$ cat src/syp_pkg.sv
// syp_pkg: register map, field positions, mode codes and timing counts
// assumes: shared by the serial port design and its bench
package syp_pkg;
    // ==========================================================
    // register map (byte addresses, one word each)
    localparam logic [4:0] OFF_BUF = 5'h00;
    localparam logic [4:0] OFF_CTRL = 5'h04;
    localparam logic [4:0] OFF_STAT = 5'h08;
    localparam logic [4:0] OFF_ADDR = 5'h0c;
    localparam logic [4:0] OFF_AUX = 5'h10;
    // ==========================================================
    // control one fields
    localparam int CTRL_WCOL = 7;
    localparam int CTRL_OVFL = 6;
    localparam int CTRL_EN = 5;
    localparam int CTRL_CKP = 4;
    // status fields
    localparam int STAT_SMP = 7;
    localparam int STAT_CKE = 6;
    localparam int STAT_STOP = 4;
    localparam int STAT_START = 3;
    localparam int STAT_BF = 0;
    // aux fields
    localparam int AUX_FLAG = 0;
    localparam int AUX_IRQ_EN = 1;
    localparam int AUX_SDO_IN = 2;
    // ==========================================================
    // reset values
    localparam logic [7:0] RST_CTRL = 8'h00;
    localparam logic [7:0] RST_STAT = 8'h00;
    localparam logic [7:0] RST_BYTE = 8'h00;
    localparam logic [2:0] RST_AUX = 3'h0;
    // ==========================================================
    // mode select codes
    localparam logic [3:0] MODE_M_DIV4 = 4'h0;
    localparam logic [3:0] MODE_M_DIV16 = 4'h1;
    localparam logic [3:0] MODE_M_DIV64 = 4'h2;
    localparam logic [3:0] MODE_M_TMR2 = 4'h3;
    localparam logic [3:0] MODE_S_SEL = 4'h4;
    localparam logic [3:0] MODE_S_NOSEL = 4'h5;
    localparam logic [3:0] MODE_I2C_S7 = 4'h6;
    localparam logic [3:0] MODE_I2C_S10 = 4'h7;
    localparam logic [3:0] MODE_I2C_M = 4'h8;
    localparam logic [3:0] MODE_I2C_FW = 4'hb;
    localparam logic [3:0] MODE_I2C_S7I = 4'he;
    localparam logic [3:0] MODE_I2C_S10I = 4'hf;
    // ==========================================================
    // serial clock half periods in system clocks (fosc/4, /16, /64)
    localparam logic [5:0] HALF_DIV4 = 6'h02;
    localparam logic [5:0] HALF_DIV16 = 6'h08;
    localparam logic [5:0] HALF_DIV64 = 6'h20;
    localparam logic [2:0] BIT_LAST = 3'h7;
    typedef enum logic [0:0] {
        SYP_IDLE,
        SYP_RUN
    } syp_state_t;
endpackage

$ cat src/syp_port.sv
// syp_port: synchronous serial port, spi side with i2c register basics
// assumes: wishbone classic master on clk_sys; pins arrive unsynchronised
//
// The register addresses and the Wishbone slave port were left to the implementer.
`timescale 1ns/1ns
module syp_port import syp_pkg::*; #(
    parameter int ADDR_W = 5
) (
    input wire logic clk_sys,
    input wire logic reset_n,
    input wire logic wb_cyc_i,
    input wire logic wb_stb_i,
    input wire logic wb_we_i,
    input wire logic [ADDR_W-1:0] wb_adr_i,
    input wire logic [3:0] wb_sel_i,
    input wire logic [31:0] wb_dat_i,
    output logic [31:0] wb_dat_o,
    output logic wb_ack_o,
    input wire logic sck_in,
    output logic sck_out,
    output logic sck_oe,
    input wire logic serial_in_pin,
    output logic serial_out_pin,
    output logic serial_out_oe,
    input wire logic slave_select_n,
    input wire logic timer2_tick,
    input wire logic power_sleep,
    input wire logic power_idle,
    output logic port_irq_flag,
    output logic wake_request,
    output logic slew_control_on,
    output logic smbus_inputs_on,
    output logic i2c_ten_bit,
    output logic [7:0] i2c_own_address,
    output logic [6:0] i2c_baud_reload
);
    // ==========================================================
    // functions
    function automatic logic hit(input logic [ADDR_W-1:0] a, input logic [4:0] off);
        hit = (a == ADDR_W'(off));
    endfunction

    function automatic logic [5:0] half_of(input logic [3:0] m);
        case (m)
            MODE_M_DIV4: half_of = HALF_DIV4;
            MODE_M_DIV16: half_of = HALF_DIV16;
            default: half_of = HALF_DIV64;
        endcase
    endfunction

    // ==========================================================
    // pin synchronisers: sck, data in, select
    logic [2:0] pin_s1;
    logic [2:0] pin_s2;
    logic sck_s3;
    logic sdi_s3;

    always_ff @(posedge clk_sys or negedge reset_n) begin
        if (!reset_n) begin
            pin_s1 <= 3'h7;
            pin_s2 <= 3'h7;
            sck_s3 <= 1'b1;
            sdi_s3 <= 1'b1;
        end else begin
            pin_s1 <= {slave_select_n, serial_in_pin, sck_in};
            pin_s2 <= pin_s1;
            sck_s3 <= pin_s2[0];
            sdi_s3 <= pin_s2[1];
        end
    end

    wire sck_sync = pin_s2[0];
    wire sdi_sync = pin_s2[1];
    wire ss_sync = pin_s2[2];

    // ==========================================================
    // registers
    logic [7:0] ctrl;
    logic [7:0] stat;
    logic [7:0] buf_reg;
    logic [7:0] addr_reg;
    logic [2:0] aux;
    logic [7:0] shift_register;
    logic [2:0] bit_cnt;
    logic hold_bit;
    logic out_bit;
    logic m_active;
    logic [5:0] div_cnt;
    syp_state_t state;

    // ==========================================================
    // decode
    wire bus_req = wb_cyc_i & wb_stb_i & wb_ack_o;
    wire wr_en = bus_req & wb_we_i & wb_sel_i[0];
    wire rd_en = bus_req & !wb_we_i;
    wire wr_buf = wr_en & hit(wb_adr_i, OFF_BUF);
    wire wr_ctrl = wr_en & hit(wb_adr_i, OFF_CTRL);
    wire wr_stat = wr_en & hit(wb_adr_i, OFF_STAT);
    wire wr_addr = wr_en & hit(wb_adr_i, OFF_ADDR);
    wire wr_aux = wr_en & hit(wb_adr_i, OFF_AUX);
    wire rd_buf = rd_en & hit(wb_adr_i, OFF_BUF);

    wire [3:0] mode = ctrl[3:0];
    wire en = ctrl[CTRL_EN];
    wire clock_idle_polarity = ctrl[CTRL_CKP];
    wire sample_phase = stat[STAT_SMP];
    wire cke = stat[STAT_CKE];
    wire is_master = en & (mode[3:2] == 2'b00);
    wire is_slave = en & ((mode == MODE_S_SEL) | (mode == MODE_S_NOSEL));
    wire sel_ctrl = (mode == MODE_S_SEL);
    wire is_i2c = en & !is_master & !is_slave;
    wire i2c_master = is_i2c & ((mode == MODE_I2C_M) | (mode == MODE_I2C_FW));
    wire i2c_irq_mode = is_i2c & ((mode == MODE_I2C_S7I) | (mode == MODE_I2C_S10I));
    wire port_rst = !en | (sel_ctrl & ss_sync);
    wire master_run = (state == SYP_RUN);

    // slave edges come only from the external clock, never gated by sleep
    wire sck_rise = sck_sync & !sck_s3;
    wire sck_fall = !sck_sync & sck_s3;
    wire s_lead = is_slave & !port_rst & (clock_idle_polarity ? sck_fall : sck_rise);
    wire s_trail = is_slave & !port_rst & (clock_idle_polarity ? sck_rise : sck_fall);

    // master divider halts in sleep
    wire div_end = (div_cnt == half_of(mode) - 6'h01);
    wire m_tick = is_master & master_run & !power_sleep & ((mode == MODE_M_TMR2) ? timer2_tick : div_end);
    wire m_lead = m_tick & !m_active;
    wire m_trail = m_tick & m_active;

    wire lead = s_lead | m_lead;
    wire trail = s_trail | m_trail;
    wire done = trail & (bit_cnt == BIT_LAST);
    wire [7:0] next_sr = {shift_register[6:0], cke ? hold_bit : sdi_sync};
    wire busy = master_run | (is_slave & (bit_cnt != 3'h0));
    wire load = wr_buf & !busy;
    wire collide = wr_buf & busy;
    wire overflow = done & stat[STAT_BF];

    wire i2c_start = is_i2c & sck_sync & sck_s3 & sdi_s3 & !sdi_sync;
    wire i2c_stop = is_i2c & sck_sync & sck_s3 & !sdi_s3 & sdi_sync;
    wire set_flag = done | (i2c_irq_mode & (i2c_start | i2c_stop));
    wire drive_sdo = is_slave ? (!sel_ctrl | !ss_sync) : is_master;
    wire next_oe = en & drive_sdo & !aux[AUX_SDO_IN];
    wire [7:0] stat_rd = {stat[7:6], 1'b0, stat[STAT_STOP], stat[STAT_START], 2'b00, stat[STAT_BF]};

    logic [7:0] rd_byte;
    always_comb begin
        rd_byte = 8'h00;
        if (hit(wb_adr_i, OFF_BUF)) begin
            rd_byte = buf_reg;
        end else if (hit(wb_adr_i, OFF_CTRL)) begin
            rd_byte = ctrl;
        end else if (hit(wb_adr_i, OFF_STAT)) begin
            rd_byte = stat_rd;
        end else if (hit(wb_adr_i, OFF_ADDR)) begin
            rd_byte = addr_reg;
        end else if (hit(wb_adr_i, OFF_AUX)) begin
            rd_byte = {5'h00, aux};
        end
    end

    // ==========================================================
    // bus slave: ack one cycle after the request, unmapped reads as zero
    always_ff @(posedge clk_sys or negedge reset_n) begin
        if (!reset_n) begin
            wb_ack_o <= 1'b0;
            wb_dat_o <= 32'h0000_0000;
        end else begin
            wb_ack_o <= wb_cyc_i & wb_stb_i & !wb_ack_o;
            wb_dat_o <= {24'h00_0000, rd_byte};
        end
    end

    // ==========================================================
    // control, status and aux registers
    always_ff @(posedge clk_sys or negedge reset_n) begin
        if (!reset_n) begin
            ctrl <= RST_CTRL;
            stat <= RST_STAT;
            addr_reg <= RST_BYTE;
            aux <= RST_AUX;
        end else begin
            if (wr_ctrl) begin
                ctrl <= wb_dat_i[7:0];
            end
            ctrl[CTRL_WCOL] <= collide | (wr_ctrl ? wb_dat_i[CTRL_WCOL] : ctrl[CTRL_WCOL]);
            ctrl[CTRL_OVFL] <= overflow | (wr_ctrl ? wb_dat_i[CTRL_OVFL] : ctrl[CTRL_OVFL]);
            if (wr_stat) begin
                stat[7:6] <= wb_dat_i[7:6];
            end
            if (!en) begin
                stat[STAT_STOP] <= 1'b0;
                stat[STAT_START] <= 1'b0;
            end else if (i2c_start | i2c_stop) begin
                stat[STAT_START] <= i2c_start;
                stat[STAT_STOP] <= i2c_stop;
            end
            stat[STAT_BF] <= (done & !stat[STAT_BF]) | (stat[STAT_BF] & !rd_buf) | overflow;
            if (wr_addr) begin
                addr_reg <= wb_dat_i[7:0];
            end
            if (wr_aux) begin
                aux[AUX_IRQ_EN] <= wb_dat_i[AUX_IRQ_EN];
                aux[AUX_SDO_IN] <= wb_dat_i[AUX_SDO_IN];
            end
            aux[AUX_FLAG] <= set_flag | (wr_aux ? wb_dat_i[AUX_FLAG] : aux[AUX_FLAG]);
        end
    end

    // ==========================================================
    // buffer: receive double buffered, write loads buffer and shifter
    always_ff @(posedge clk_sys or negedge reset_n) begin
        if (!reset_n) begin
            buf_reg <= RST_BYTE;
        end else if (done & !stat[STAT_BF]) begin
            buf_reg <= next_sr;
        end else if (load) begin
            buf_reg <= wb_dat_i[7:0];
        end
    end

    // ==========================================================
    // shifter, msb first
    always_ff @(posedge clk_sys or negedge reset_n) begin
        if (!reset_n) begin
            shift_register <= RST_BYTE;
            bit_cnt <= 3'h0;
            hold_bit <= 1'b0;
            out_bit <= 1'b0;
        end else if (load) begin
            shift_register <= wb_dat_i[7:0];
            out_bit <= wb_dat_i[7];
            bit_cnt <= 3'h0;
        end else if (port_rst) begin
            bit_cnt <= 3'h0;
        end else if (lead) begin
            hold_bit <= sdi_sync;
            out_bit <= cke ? out_bit : shift_register[7];
        end else if (trail) begin
            shift_register <= next_sr;
            out_bit <= cke ? shift_register[6] : out_bit;
            bit_cnt <= bit_cnt + 3'h1;
        end
    end

    // ==========================================================
    // master clock generator
    always_ff @(posedge clk_sys or negedge reset_n) begin
        if (!reset_n) begin
            state <= SYP_IDLE;
            div_cnt <= 6'h00;
            m_active <= 1'b0;
        end else begin
            case (state)
                SYP_IDLE: begin
                    div_cnt <= 6'h00;
                    m_active <= 1'b0;
                    if (load & is_master) begin
                        state <= SYP_RUN;
                    end
                end
                SYP_RUN: begin
                    if (!is_master | done) begin
                        state <= SYP_IDLE;
                        m_active <= 1'b0;
                    end else if (!power_sleep) begin
                        div_cnt <= div_end ? 6'h00 : div_cnt + 6'h01;
                        m_active <= m_tick ? !m_active : m_active;
                    end
                end
                default: state <= SYP_IDLE;
            endcase
        end
    end

    // ==========================================================
    // pin and side outputs
    always_ff @(posedge clk_sys or negedge reset_n) begin
        if (!reset_n) begin
            sck_out <= 1'b0;
            sck_oe <= 1'b0;
            serial_out_pin <= 1'b0;
            serial_out_oe <= 1'b0;
            port_irq_flag <= 1'b0;
            wake_request <= 1'b0;
        end else begin
            sck_out <= clock_idle_polarity ^ m_active;
            sck_oe <= is_master;
            serial_out_pin <= out_bit;
            serial_out_oe <= next_oe;
            port_irq_flag <= aux[AUX_FLAG];
            wake_request <= aux[AUX_FLAG] & aux[AUX_IRQ_EN] & (power_sleep | power_idle);
        end
    end

    always_ff @(posedge clk_sys or negedge reset_n) begin
        if (!reset_n) begin
            slew_control_on <= 1'b0;
            smbus_inputs_on <= 1'b0;
            i2c_ten_bit <= 1'b0;
            i2c_own_address <= RST_BYTE;
            i2c_baud_reload <= 7'h00;
        end else begin
            slew_control_on <= is_i2c & !sample_phase;
            smbus_inputs_on <= is_i2c & cke;
            i2c_ten_bit <= is_i2c & !i2c_master & mode[0];
            i2c_own_address <= (is_i2c & !i2c_master) ? addr_reg : RST_BYTE;
            i2c_baud_reload <= i2c_master ? addr_reg[6:0] : 7'h00;
        end
    end
endmodule

$ cat config.mk
export PLATFORM = sky130hd
export DESIGN_NAME = syp_port
export DESIGN_NICKNAME = d
export VERILOG_FILES = /design/src/syp_pkg.sv /design/src/syp_port.sv
export SDC_FILE = /design/constraint.sdc
export NUM_CORES = 1
export LEC_CHECK = 0
export ABC_AREA = 1
export BUFFER_PORTS_ARGS = -buffer_cell sky130_fd_sc_hd__buf_2
export CORE_MARGIN = 2
export CORE_UTILIZATION = 38
export CTS_CLUSTER_SIZE = 40
export DETAILED_ROUTE_END_ITERATION = 10
export MAX_ROUTING_LAYER = met4
export SLEW_MARGIN = 20
export SYNTH_ARGS = -nofsm -noshare
export SYNTH_HDL_FRONTEND = slang
export SYNTH_SLANG_ARGS = --single-unit
$ cat constraint.sdc
create_clock -name clk_sys -period 2.28 [get_ports clk_sys]
set_input_delay 0.342 -clock clk_sys [delete_from_list [all_inputs] [get_ports clk_sys]]
set_output_delay 0.342 -clock clk_sys [all_outputs]
set_load 0.01 [all_outputs]
==> results.md, run 1 <==
- The run finished, with violations left.
- The final reports fail on setup timing.
- The initial utilization of the core area, before any placement, comes to 0.385.
- Entering global routing, the biggest net connects 48 pins.
- The half-perimeter wire length of the detailed placement result is 7780 um.
- The register cell area after layout is 2360 um2.
- The kind of end point of the critical path is a register.
- The layout-stage area growth over the synthesis result is 23.6%.
- The routed layout has 3545 vias.
- In the layout the commonest cells are 128 x sky130_fd_sc_hd__nand2_1, 86 x sky130_fd_sc_hd__dfrtp_1, 56 x sky130_fd_sc_hd__buf_2.
- The number of hold violations in the final report is 0.
- The number of nets with antenna violations after detailed routing is 0.
- The maximum clock frequency is 431 MHz.
- Synthesis produced 502 cells.
- The post-route minimum period is 2.32 ns.
- The most frequently used flop master after synthesis is sky130_fd_sc_hd__dfrtp_1.
- The max-slew headroom at the worst pin is 0.590.
- At the later pin of the worst-skew pair, clock insertion delay measures 0.34 ns.
- The slew at the pin closest to its max-slew limit is 0.610 ns.
- The number of DRC violations after detailed routing is 0.
- Setup repair after global routing could not meet its margin everywhere.
- The total CTS buffers is 9.
- The floorplan row count is 39.
- Port buffering added 57 buffers.
- Of the total power, the share spent switching nets is 0.228.
- At the placement stage, the worst setup path has a slack of -0.107 ns.
- The portion of the post-synthesis area used by sequential elements is 0.544.
- The die is 111 um wide.
- The share of final-layout standard cells stronger than drive strength 1 is 0.250.
- The maximum clock insertion buffer count is 2.
- The count of pins over their slew limit came to 0.
- After clock tree synthesis, the clock-pin slew on the worst setup and hold paths is 0.07 ns.
- The violation count after the first detailed-route iteration is 166.
- The synthesized design contains 94 register bits.
- In the final design database the tool counted 652 nets.
- The weighted congestion at the end of routability-driven global placement is 0.853.
- The proportion of register bits with asynchronous set or reset after synthesis is 1.00.
- The number of flops mapped to enable cells by yosys is 0.
- The part of the power in combinational logic is 0.047.
- The library cell used most frequently in the layout, excluding fill and tap cells, is sky130_fd_sc_hd__nand2_1.
- Dividing total power by cell area gives a power density of 611 nW/um2.
- The number of endpoints failing setup at the final stage is 12.
- The class of the worst hold path is in2async.
- The switching power summed over all nets is 0.747 mW.
- By startpoint and endpoint, the worst setup path is classified as reg2reg.
- TritonCTS built the clock tree.
- In this run the standard cell core region covers 11300 um2.
- The internal portion of total power is 2.53 mW.
- The share of total power dissipated in the clock network is 0.433.
- The highest net fanout along the worst path is 6.
- The cell area after synthesis is 4340 um2.
- Buffers inserted to repair hold after CTS numbered 0.
- The via count of the first global-routing pass is 3550.
- The total overflow left after global routing is 0.
- In the routed layout, each cell is associated on average with a via count of 4.78.
- The floorplan step set the die height to 111 um.
- Fill cells in the final layout number 1097.
- The part of the cycle the worst path needs is 1.02.
- The number of antenna diodes in the final layout is 0.
- The global-route total usage across every layer is 0.180.
- The number of sinks on the clock net is 94.
- The maximum vdd ir drop is 0.332 mV.
- Summed over all layers, the routed wires come to 10300 um.
- The synthesis warning total is 0.
- The share of total power dissipated in sequential elements is 0.520.
- The total leakage power is 2.76 nW.
- The H-tree was split into 3 levels.
- The initial antenna violation count is 0.
- Across all setup checks in the final design, the least slack found is -0.0422 ns.
- Max-cap violations in this run came to 0.
- Pin placement for this block handled 109 I/O pins.
- Final hold analysis gives a worst-case slack of 0.0150 ns.
- The average wire per standard cell is 13.8 um.
- After synthesis, the mean cell area works out to 8.65 um2.
- The endpoint required time on the critical path is 2.51 ns.
- The pre-antenna-repair detailed-routing pass consisted of 4 iterations.
- Summing all multi-input logic gate instances after layout gives 1720 um2.
- The cell sitting at the root of the clock tree is a sky130_fd_sc_hd__clkbuf_16.
- The area enclosed by the die boundary is 12300 um2.
- The startpoint type of the worst setup path is a register.
- At the worst endpoint, the arrival time is 2.55 ns.
- The global-route wire length before repair is 17200 um.
- The worst clock skew on the final layout is 0.00816 ns.
- After synthesis, the netlist uses 39 different library cells.
cell usage after synthesis, types with 2 or more instances:
cell / count / area (um2)
sky130_fd_sc_hd__nor2_1: 44 / 165
sky130_fd_sc_hd__dfrtp_1: 86 / 2150
sky130_fd_sc_hd__o211ai_1: 5 / 37.5
sky130_fd_sc_hd__ha_1: 5 / 62.6
sky130_fd_sc_hd__o21ai_0: 34 / 170
sky130_fd_sc_hd__buf_4: 25 / 188
sky130_fd_sc_hd__clkbuf_1: 4 / 15.0
sky130_fd_sc_hd__buf_2: 3 / 15.0
sky130_fd_sc_hd__a31oi_1: 2 / 12.5
sky130_fd_sc_hd__xor2_1: 2 / 17.5
sky130_fd_sc_hd__o2111ai_1: 4 / 35.0
sky130_fd_sc_hd__nand2_1: 133 / 499
sky130_fd_sc_hd__nand3_1: 40 / 200
sky130_fd_sc_hd__inv_1: 57 / 214
sky130_fd_sc_hd__o21ai_1: 7 / 35.0
sky130_fd_sc_hd__nand4_1: 5 / 31.3
sky130_fd_sc_hd__nor3b_1: 2 / 15.0
sky130_fd_sc_hd__dfstp_2: 8 / 210
sky130_fd_sc_hd__nor3_1: 7 / 35.0
sky130_fd_sc_hd__nand3_2: 2 / 20.0
sky130_fd_sc_hd__a21oi_1: 7 / 35.0
sky130_fd_sc_hd__nand2_2: 2 / 12.5
sky130_fd_sc_hd__o22ai_1: 2 / 12.5
cells by family after synthesis:
| kind of cell | Yosys count | share of synthesized area |
|---|---|---|
| flip-flops | 94 | 0.544 |
| AND/OR/NAND/NOR | 241 | 0.243 |
| other | 1 | 0.000864 |
| AO/OA/AOI/OAI | 67 | 0.0899 |
| buffers and inverters | 92 | 0.104 |
| XOR/XNOR | 2 | 0.00404 |
| adder cells (fa/ha/maj) | 5 | 0.0144 |
path summary, 6_finish.rpt:
check | depth (start not counted) | slack, ns | from | to
max | 16 | -0.04 | ctrl[3] | buf_reg[1]
min | 1 | 0.01 | reset_n | serial_out_pin
max reg2reg | 16 | -0.04 | ctrl[3] | buf_reg[1]
min reg2reg | 0 | 0.35 | pin_s1[2] | pin_s2[2]
max in group asynchronous | 2 | 1.54 | reset_n | wb_dat_o[6]
min in group clk_sys | 1 | 0.10 | serial_in_pin | pin_s1[1]
worst max-delay path, cell delays in order (launching register included):
cell and delay, ns:
sky130_fd_sc_hd__dfrtp_1 0.41, sky130_fd_sc_hd__nor2_4 0.17, sky130_fd_sc_hd__nand2_2 0.10, sky130_fd_sc_hd__ha_4 0.25, sky130_fd_sc_hd__nand2_2 0.06, sky130_fd_sc_hd__inv_2 0.03
sky130_fd_sc_hd__nor2_2 0.08, sky130_fd_sc_hd__nand2_1 0.07, sky130_fd_sc_hd__a21oi_2 0.15, sky130_fd_sc_hd__nand3_2 0.11, sky130_fd_sc_hd__nand2_2 0.10, sky130_fd_sc_hd__nand3_4 0.08
sky130_fd_sc_hd__nand2_4 0.10, sky130_fd_sc_hd__nand3_4 0.14, sky130_fd_sc_hd__buf_12 0.18, sky130_fd_sc_hd__o21ai_2 0.13, sky130_fd_sc_hd__nand2_1 0.05
metal layers:
metal  part of all wire  vias to the layer above  track usage
met2               0.49                       85        0.301
met1               0.44                     1690        0.221
met4              0.018                        0       0.0575
met5                  0                        -            -
li1                   -                     1752            -
met3              0.047                       18       0.0355
through the flow:
step / area [um2] / std cells / total power, mW / setup TNS [ns] / utilization
finish: 5370 / 742 / 3.28 / -0.249 / 0.476
global route: 5370 / 742 / 3.41 / -4.24 / 0.476
CTS: 5290 / 739 / 3.31 / -0.262 / 0.470
detailed placement: 4900 / 721 / 1.89 / -1.58 / 0.434
global placement: 4900 / 721 / 1.88 / -0.0513 / 0.434
floorplan: 4430 / 525 / 1.82 / 0 / -
final cells by class:
class	count	share of cell area
clock buffers	11	0.0471
clock inverters	4	0.00583
inverters	59	0.0417
multi-input cells	339	0.320
flip-flops and latches	94	0.440
well taps	143	0.0333
repair buffers	92	0.111
repair_timing:
action                     in CTS  in global routing
setup endpoints to repair      27                 31
cloned                          1                  0
buffers inserted                2                  3
resized for setup              19                 15
pin swaps                      11                 14
power by group through the flow:
stage / Clock, mW / Sequential [mW] / Combinational, mW
2_1_floorplan: 0 / 1.73 / 0.0885
3_3_place_gp: 0 / 1.73 / 0.147
3_5_place_dp: 0 / 1.73 / 0.150
4_1_cts: 1.45 / 1.70 / 0.153
5_1_grt: 1.53 / 1.71 / 0.175
6_report: 1.42 / 1.70 / 0.154
No activity file was read; power rests on OpenSTA's default activity.
==> inputs of run 2 (changes only) <==
Settings changed: ABC_AREA 1 to 0.
==> results.md, run 2 <==
- The weighted congestion at the end of routability-driven global placement was 0.820 (was 0.853).
- The floorplan row count is 39 (unchanged).
- The met3 track demand over resource is 0.0351 (was 0.0355).
- The insertion delay to the later sink of the worst-skew pair came to 0.34 ns (about the same).
- The starting density of the core is 0.389 (was 0.385).
- The power per cell area was 583 nW/um2 (was 611 nW/um2).
- The via count of the first global-routing pass is 3435 (was 3550).
- The overall die width was 112 um (was 111 um).
- The kind of end point of the critical path is a register (unchanged).
- The endpoint required time on the critical path was 2.50 ns (was 2.51 ns).
- The number of DRC violations after detailed routing is 0 (unchanged).
- The area of all placed cells without fillers is 5750 um2 (was 5370 um2).
- The post-route minimum period was 2.52 ns (was 2.32 ns).
- The total leakage power came to 2.81 nW (was 2.76 nW).
- The ratio of routed vias to standard cells is 5.13 (was 4.78).
- The maximum number of pins on one net before global-route repair was 38 (was 48).
- The mean post-synth cell area is 10.8 um2 (was 8.65 um2).
- The setup slack of the critical path after layout is -0.242 ns (was -0.0422 ns).
- The worst clock skew on the final layout is 0.00939 ns (was 0.00816 ns).
- The total CTS buffers is 9 (unchanged).
- The synthesis warning total is 0 (unchanged).
- The count of buffers from port buffering is 57 (unchanged).
- The placement-stage worst setup slack is -0.267 ns (was -0.107 ns).
- The maximum clock frequency was 397 MHz (was 431 MHz).
- The total area of multi-input combinational cells came to 2150 um2 (was 1720 um2).
- The cell accounting for the most synthesized area is sky130_fd_sc_hd__dfrtp_1 (unchanged).
- The average wire per standard cell was 16.2 um (was 13.8 um).
- The share of final-layout standard cells stronger than drive strength 1 is 0.390 (was 0.250).
- The most frequently used flop master after synthesis was sky130_fd_sc_hd__dfrtp_1 (unchanged).
- The final design utilization came to 0.504 (was 0.476).
- Synth top area cells: sky130_fd_sc_hd__dfrtp_1 48%, sky130_fd_sc_hd__mux2_2 5.1%, sky130_fd_sc_hd__dfstp_2 4.7% (was sky130_fd_sc_hd__dfrtp_1 50%, sky130_fd_sc_hd__nand2_1 11%, sky130_fd_sc_hd__inv_1 4.9%).
- The CTS tree is done (unchanged).
- The final wirelength is 10700 um (was 10300 um).
- The number of flops mapped to enable cells by yosys was 0 (unchanged).
- The layer with the highest usage is met2 (unchanged).
- The count of pins over their slew limit came to 0 (unchanged).
- The final net count is 570 (was 652).
- The number of hold violations in the final report is 0 (unchanged).
- The maximum clock insertion buffer count is 2 (unchanged).
- The count of unique library cells instantiated by Yosys is 59 (was 39).
- The final global-route overflow total came to 0 (unchanged).
- The portion of the post-synthesis area used by sequential elements is 0.532 (was 0.544).
- The class of the worst hold path is in2reg (was in2async).
- Violated checks: setup timing (unchanged).
- The max-slew headroom at the worst pin came to 0.544 (was 0.590).
- The number of endpoints failing setup at the final stage is 32 (was 12).
- The initial antenna violation count is 0 (unchanged).
- Setup repair after global routing missed its margin: true (unchanged).
- The clock-pin transition on the worst setup and hold timing paths is 0.07 ns (about the same).
- The flip-flop and latch count after synthesis is 94 (unchanged).
- The slew at the pin closest to its max-slew limit is 0.684 ns (was 0.610 ns).
- The via total after detailed routing is 3391 (was 3545).
- The most common cell after layout, fill and taps aside is sky130_fd_sc_hd__dfrtp_1 (was sky130_fd_sc_hd__nand2_1).
- The classification of the worst setup path was reg2reg (unchanged).
- Status: finished, violations left (unchanged).
- The violation count after the first detailed-route iteration was 286 (was 166).
- The fraction of synthesized cell area taken by the top area cell type is 0.485 (was 0.496).
- The number of placed I/O pins was 109 (unchanged).
- The buffer cell driving the clock tree root is sky130_fd_sc_hd__clkbuf_16 (unchanged).
- The maximum vdd ir drop came to 0.501 mV (was 0.332 mV).
- The met2 track utilization from global routing came to 0.281 (was 0.301).
- The met1 track utilization from global routing was 0.237 (was 0.221).
- The highest net fanout along the worst path is 7 (was 6).
- The data arrival time of the worst path came to 2.75 ns (was 2.55 ns).
- The proportion of register bits with asynchronous set or reset after synthesis is 1.00 (unchanged).
- The area of the placeable core is 11400 um2 (was 11300 um2).
- The cell area after placement was 5200 um2 (was 4900 um2).
- The area enclosed by the die boundary is 12600 um2 (was 12300 um2).
- The part of the cycle the worst path needs is 1.11 (was 1.02).
- The number of fill cells in the layout is 1004 (was 1097).
- The number of nets with antenna violations after detailed routing is 0 (unchanged).
- The height of the die came to 112 um (was 111 um).
- The startpoint type of the worst setup path is a register (unchanged).
- Most frequent cells in the layout: 83 x sky130_fd_sc_hd__dfrtp_1, 56 x sky130_fd_sc_hd__buf_2, 40 x sky130_fd_sc_hd__buf_4 (was 128 x sky130_fd_sc_hd__nand2_1, 86 x sky130_fd_sc_hd__dfrtp_1, 56 x sky130_fd_sc_hd__buf_2).
- The layout-stage area growth over the synthesis result came to 29.5% (was 23.6%).
- The register cell area after layout was 2370 um2 (was 2360 um2).
- The max capacitance violation total came to 0 (unchanged).
- The cell area after synthesis is 4440 um2 (was 4340 um2).
- The global-route total usage across every layer came to 0.181 (was 0.180).
- The cell with the most instances after synthesis is sky130_fd_sc_hd__dfrtp_1 (was sky130_fd_sc_hd__nand2_1).
- The global-route wire length before repair is 17500 um (was 17200 um).
- The number of search-and-repair iterations in the first detailed-routing pass is 6 (was 4).
- The number of H-tree branching levels is 3 (unchanged).
- The total inserted antenna cells is 0 (unchanged).
- The number of instances in the synthesized netlist is 410 (was 502).
- The half-perimeter wire length of the detailed placement result is 7950 um (was 7780 um).
- Top cells by count, synth: 86 x sky130_fd_sc_hd__dfrtp_1, 34 x sky130_fd_sc_hd__nand2_1, 27 x sky130_fd_sc_hd__o21ai_0, 25 x sky130_fd_sc_hd__buf_4, 23 x sky130_fd_sc_hd__nor2_1 (was 133 x sky130_fd_sc_hd__nand2_1, 86 x sky130_fd_sc_hd__dfrtp_1, 57 x sky130_fd_sc_hd__inv_1, 44 x sky130_fd_sc_hd__nor2_1, 40 x sky130_fd_sc_hd__nand3_1).
- The number of sinks on the clock net is 94 (unchanged).
## run 2: changes by cell type after synthesis, sizes merged, moves of 5 or more
cell,change
clkbuf,+5
nor2,-23
a21oi,+8
inv,-46
nand2,-102
a21boi,+7
a31oi,+7
mux2i,+15
nand3,-35
nor3,+6
o21ai,-13
mux2,+20
and2,+23
## run 2: logic make-up after synthesis
kind of cell / share of synthesized area
xor gates and xnor gates: 0.0118
AOI/OAI and AO/OA: 0.134
and+or+nand+nor: 0.158
muxes: 0.0845
other: 0.000844
adders and majority gates: 0.0141
DFF: 0.532
buffers and inverters: 0.0656
## run 2: metrics by stage
step	power [mW]	setup TNS [ns]	hold slack [ns]	instances
after floorplan	1.84	-2.00	0.0464	433
after global placement	1.91	-5.37	0.343	641
after detailed placement	1.91	-6.11	0.346	641
after CTS	3.38	-5.01	0.0877	662
after global routing	3.48	-8.22	0.0822	661
final	3.35	-4.64	0.0946	661
## run 2: timing repair
item / CTS / global route
resized for setup: 36 / 28
gates cloned: 0 / 0
setup endpoints to repair: 32 / 32
pin swaps: 14 / 11
endpoints found under the hold margin: 34 / 0
buffers inserted: 5 / 1
hold buffers: 1 / 0
## run 2: path summary, 6_finish.rpt
| path | startpoint | to | slack (ns) | cells after the start |
|---|---|---|---|---|
| setup / recovery | ctrl[3] | buf_reg[4] | -0.24 | 11 |
| hold / removal | slave_select_n | pin_s1[2] | 0.09 | 1 |
| setup reg to reg | ctrl[3] | buf_reg[4] | -0.24 | 11 |
| hold reg to reg | pin_s1[1] | pin_s2[1] | 0.35 | 0 |
| max in group asynchronous | reset_n | sck_s3 | 1.14 | 3 |
| min in group asynchronous | reset_n | ctrl[0] | 0.51 | 2 |
## run 2: power by group
group	leakage, nW	switching, mW	internal, mW
Clock	0.134	0.672	0.785
Combinational	1.42	0.113	0.0641
Sequential	1.26	0.0235	1.69
Total	2.81	0.808	2.54
## run 2: area by class of cell
cell class              instances  share of cell area
repair buffers                107               0.125
flip-flops and latches         94               0.411
multi-input cells             289               0.374
well taps                     143              0.0311
clock inverters                 6             0.00892
clock buffers                  10              0.0415
inverters                      12             0.00783
## run 2: layer usage
metal,wire length [um],vias up
li1,-,1608
met4,263,0
met3,463,14
met2,5130,95
met1,4830,1674
met5,0,-
## run 2: critical path, stage by stage (launching register included)
cell and delay (ns):
sky130_fd_sc_hd__dfrtp_2 0.45, sky130_fd_sc_hd__nor4_4 0.31, sky130_fd_sc_hd__inv_2 0.08, sky130_fd_sc_hd__ha_4 0.25
sky130_fd_sc_hd__xor2_2 0.16, sky130_fd_sc_hd__nand2_2 0.11, sky130_fd_sc_hd__a2111oi_4 0.38, sky130_fd_sc_hd__buf_6 0.19
sky130_fd_sc_hd__o21ai_4 0.11, sky130_fd_sc_hd__buf_12 0.18, sky130_fd_sc_hd__nor3_4 0.13, sky130_fd_sc_hd__a31oi_2 0.06
==> inputs of run 3 (changes only) <==
--- a/config.mk
+++ b/config.mk
@@ -7,3 +7,2 @@
 export LEC_CHECK = 0
-export ABC_AREA = 0
 export BUFFER_PORTS_ARGS = -buffer_cell sky130_fd_sc_hd__buf_2
==> constraint.sdc (replaced) <==
create_clock -name clk_sys -period 2.28 [get_ports clk_sys]
set_input_delay 0.57 -clock clk_sys [delete_from_list [all_inputs] [get_ports clk_sys]]
set_output_delay 0.57 -clock clk_sys [all_outputs]
set_load 0.01 [all_outputs]
==> results.md, run 3 (synthesis results as in run 2) <==
- The area of all placed cells without fillers is 5820 um2 (was 5750 um2).
- The CTS tree was done (unchanged).
- The initial antenna violation count is 0 (unchanged).
- The half-perimeter wire length of the detailed placement result is 7850 um (was 7950 um).
- The clock-pin transition on the worst setup and hold timing paths is 0.06 ns (was 0.07 ns).
- The count of buffers from port buffering came to 57 (unchanged).
- The worst hold slack is 0.206 ns (was 0.0946 ns).
- The post-route minimum period was 2.59 ns (was 2.52 ns).
- The number of placed I/O pins came to 109 (unchanged).
- The most common cell after layout, fill and taps aside was sky130_fd_sc_hd__dfrtp_1 (unchanged).
- The number of hold violations in the final report is 0 (unchanged).
- The number of H-tree branching levels is 3 (unchanged).
- The insertion delay to the later sink of the worst-skew pair is 0.35 ns (was 0.34 ns).
- The register cell area after layout was 2370 um2 (unchanged).
- The total CTS buffers is 9 (unchanged).
- The overall power is 3.45 mW (was 3.35 mW).
- The cell area after placement came to 5200 um2 (about the same).
- The number of endpoints failing setup at the final stage was 32 (unchanged).
- The overall die width is 112 um (unchanged).
- The final global-route overflow total came to 0 (unchanged).
- The floorplan row count is 39 (unchanged).
- The number of search-and-repair iterations in the first detailed-routing pass was 4 (was 6).
- The startpoint type of the worst setup path is a register (unchanged).
- The class of the worst hold path is in2async (was in2reg).
- The slack of the worst reg-to-reg path is -0.31 ns (was -0.24 ns).
- The part of the cycle the worst path needs is 1.13 (was 1.11).
- The classification of the worst setup path is reg2reg (unchanged).
- The final net count came to 576 (was 570).
- The starting density of the core is 0.389 (unchanged).
- The layout-stage area growth over the synthesis result came to 31.0% (was 29.5%).
- The number of sinks on the clock net is 94 (unchanged).
- The global-route total usage across every layer is 0.180 (was 0.181).
- The ratio of routed vias to standard cells came to 5.11 (was 5.13).
- The total inserted antenna cells is 0 (unchanged).
- The total leakage power is 2.86 nW (was 2.81 nW).
- The count of hold buffers inserted by post-cts repair is 0 (was 1).
- The data arrival time of the worst path is 2.82 ns (was 2.75 ns).
- The maximum number of pins on one net before global-route repair came to 44 (was 38).
- The power per cell area is 594 nW/um2 (was 583 nW/um2).
- The worst clock skew on the final layout was 0.00964 ns (was 0.00939 ns).
- The kind of end point of the critical path is a register (unchanged).
- The max-slew headroom at the worst pin was 0.553 (was 0.544).
- The via count of the first global-routing pass is 3355 (was 3435).
- The share of final-layout standard cells stronger than drive strength 1 is 0.393 (was 0.390).
- The logic depth of the worst register-to-register path is 7 (was 11).
- Status: finished, violations left (unchanged).
- The maximum clock insertion buffer count is 2 (unchanged).
- The setup slack of the critical path after layout is -0.307 ns (was -0.242 ns).
- The violation count after the first detailed-route iteration is 310 (was 286).
- Most frequent cells in the layout: 83 x sky130_fd_sc_hd__dfrtp_1, 56 x sky130_fd_sc_hd__buf_2, 47 x sky130_fd_sc_hd__buf_4 (was 83 x sky130_fd_sc_hd__dfrtp_1, 56 x sky130_fd_sc_hd__buf_2, 40 x sky130_fd_sc_hd__buf_4).
- The terminus of the critical flop-to-flop path is out_bit (was buf_reg[4]).
- The area enclosed by the die boundary is 12600 um2 (unchanged).
- The max capacitance violation total is 0 (unchanged).
- The setup TNS after final layout is -5.42 ns (was -4.64 ns).
- The maximum vdd ir drop is 0.442 mV (was 0.501 mV).
- The final wirelength is 10600 um (was 10700 um).
- The slew at the pin closest to its max-slew limit was 0.665 ns (was 0.684 ns).
- The weighted congestion at the end of routability-driven global placement is 0.802 (was 0.820).
- The via total after detailed routing is 3408 (was 3391).
- The height of the die is 112 um (unchanged).
- The total area of multi-input combinational cells came to 2160 um2 (was 2150 um2).
- Setup repair after global routing missed its margin: true (unchanged).
- The placement-stage worst setup slack is -0.269 ns (was -0.267 ns).
- The maximum clock frequency came to 387 MHz (was 397 MHz).
- The global-route wire length before repair came to 17300 um (was 17500 um).
- The number of DRC violations after detailed routing is 0 (unchanged).
- The average wire per standard cell was 15.9 um (was 16.2 um).
- The number of nets with antenna violations after detailed routing is 0 (unchanged).
- The area of the placeable core is 11400 um2 (unchanged).
- The buffer cell driving the clock tree root is sky130_fd_sc_hd__clkbuf_16 (unchanged).
- The startpoint of the worst-slack reg-to-reg timing path is ctrl[2] (was ctrl[3]).
- The highest net fanout along the worst path came to 5 (was 7).
- Violated checks: setup timing (unchanged).
- The endpoint required time on the critical path is 2.51 ns (was 2.50 ns).
- The count of pins over their slew limit is 0 (unchanged).
- The number of fill cells in the layout came to 989 (was 1004).
[run 3: worst max path at each step]
stage             from  slack [ns]    endpoint  depth (start not counted)
2_1_floorplan  ctrl[1]       -0.17  div_cnt[1]                         10
3_3_place_gp   ctrl[3]       -0.27     out_bit                         10
3_5_place_dp   ctrl[3]       -0.27     out_bit                         10
4_1_cts        ctrl[2]       -0.26     out_bit                          7
5_1_grt        ctrl[3]       -0.38     out_bit                         10
6_report       ctrl[2]       -0.31     out_bit                          7
[run 3: critical path: stages, from the launching register on]
cell                        delay (ns)
sky130_fd_sc_hd__dfrtp_2          0.45
sky130_fd_sc_hd__or4_4            0.54
sky130_fd_sc_hd__a211o_4          0.38
sky130_fd_sc_hd__a2111oi_4        0.33
sky130_fd_sc_hd__buf_4            0.20
sky130_fd_sc_hd__nor3_1           0.05
sky130_fd_sc_hd__o21ai_1          0.18
sky130_fd_sc_hd__mux2_4           0.33
[run 3: where the power goes]
group / internal (mW) / total [mW] / switching [mW]
sequential: 1.69 / 1.72 / 0.0225
combinational: 0.0635 / 0.177 / 0.114
clock: 0.919 / 1.56 / 0.642
total: 2.68 / 3.45 / 0.778
[run 3: repair_timing]
action	in CTS	in global routing
buffers inserted	2	9
endpoints found under the setup margin	32	32
hold endpoints to repair	0	0
gates resized for setup	34	29
gates cloned	0	1
pin swaps	16	14
[run 3: final cells by class]
| cell class | count | share of cell area |
|---|---|---|
| clock inverters | 5 | 0.0110 |
| flip-flops and latches | 94 | 0.406 |
| inverters | 12 | 0.00774 |
| multi-input cells | 289 | 0.371 |
| clock buffers | 11 | 0.0434 |
| repair buffers | 113 | 0.130 |
| well taps | 143 | 0.0307 |
[run 3: metrics by stage]
stage	instances	util
floorplan	433	-
global route	667	0.510
finish	667	0.510
CTS	660	0.495
detailed placement	642	0.456
global placement	642	0.456
[run 3: layer usage]
metal	global-route usage	up-vias	routed length, um
met5	-	-	0
met4	0.0805	0	221
met3	0.0324	14	515
met2	0.269	97	5100
met1	0.239	1673	4800
li1	-	1624	-
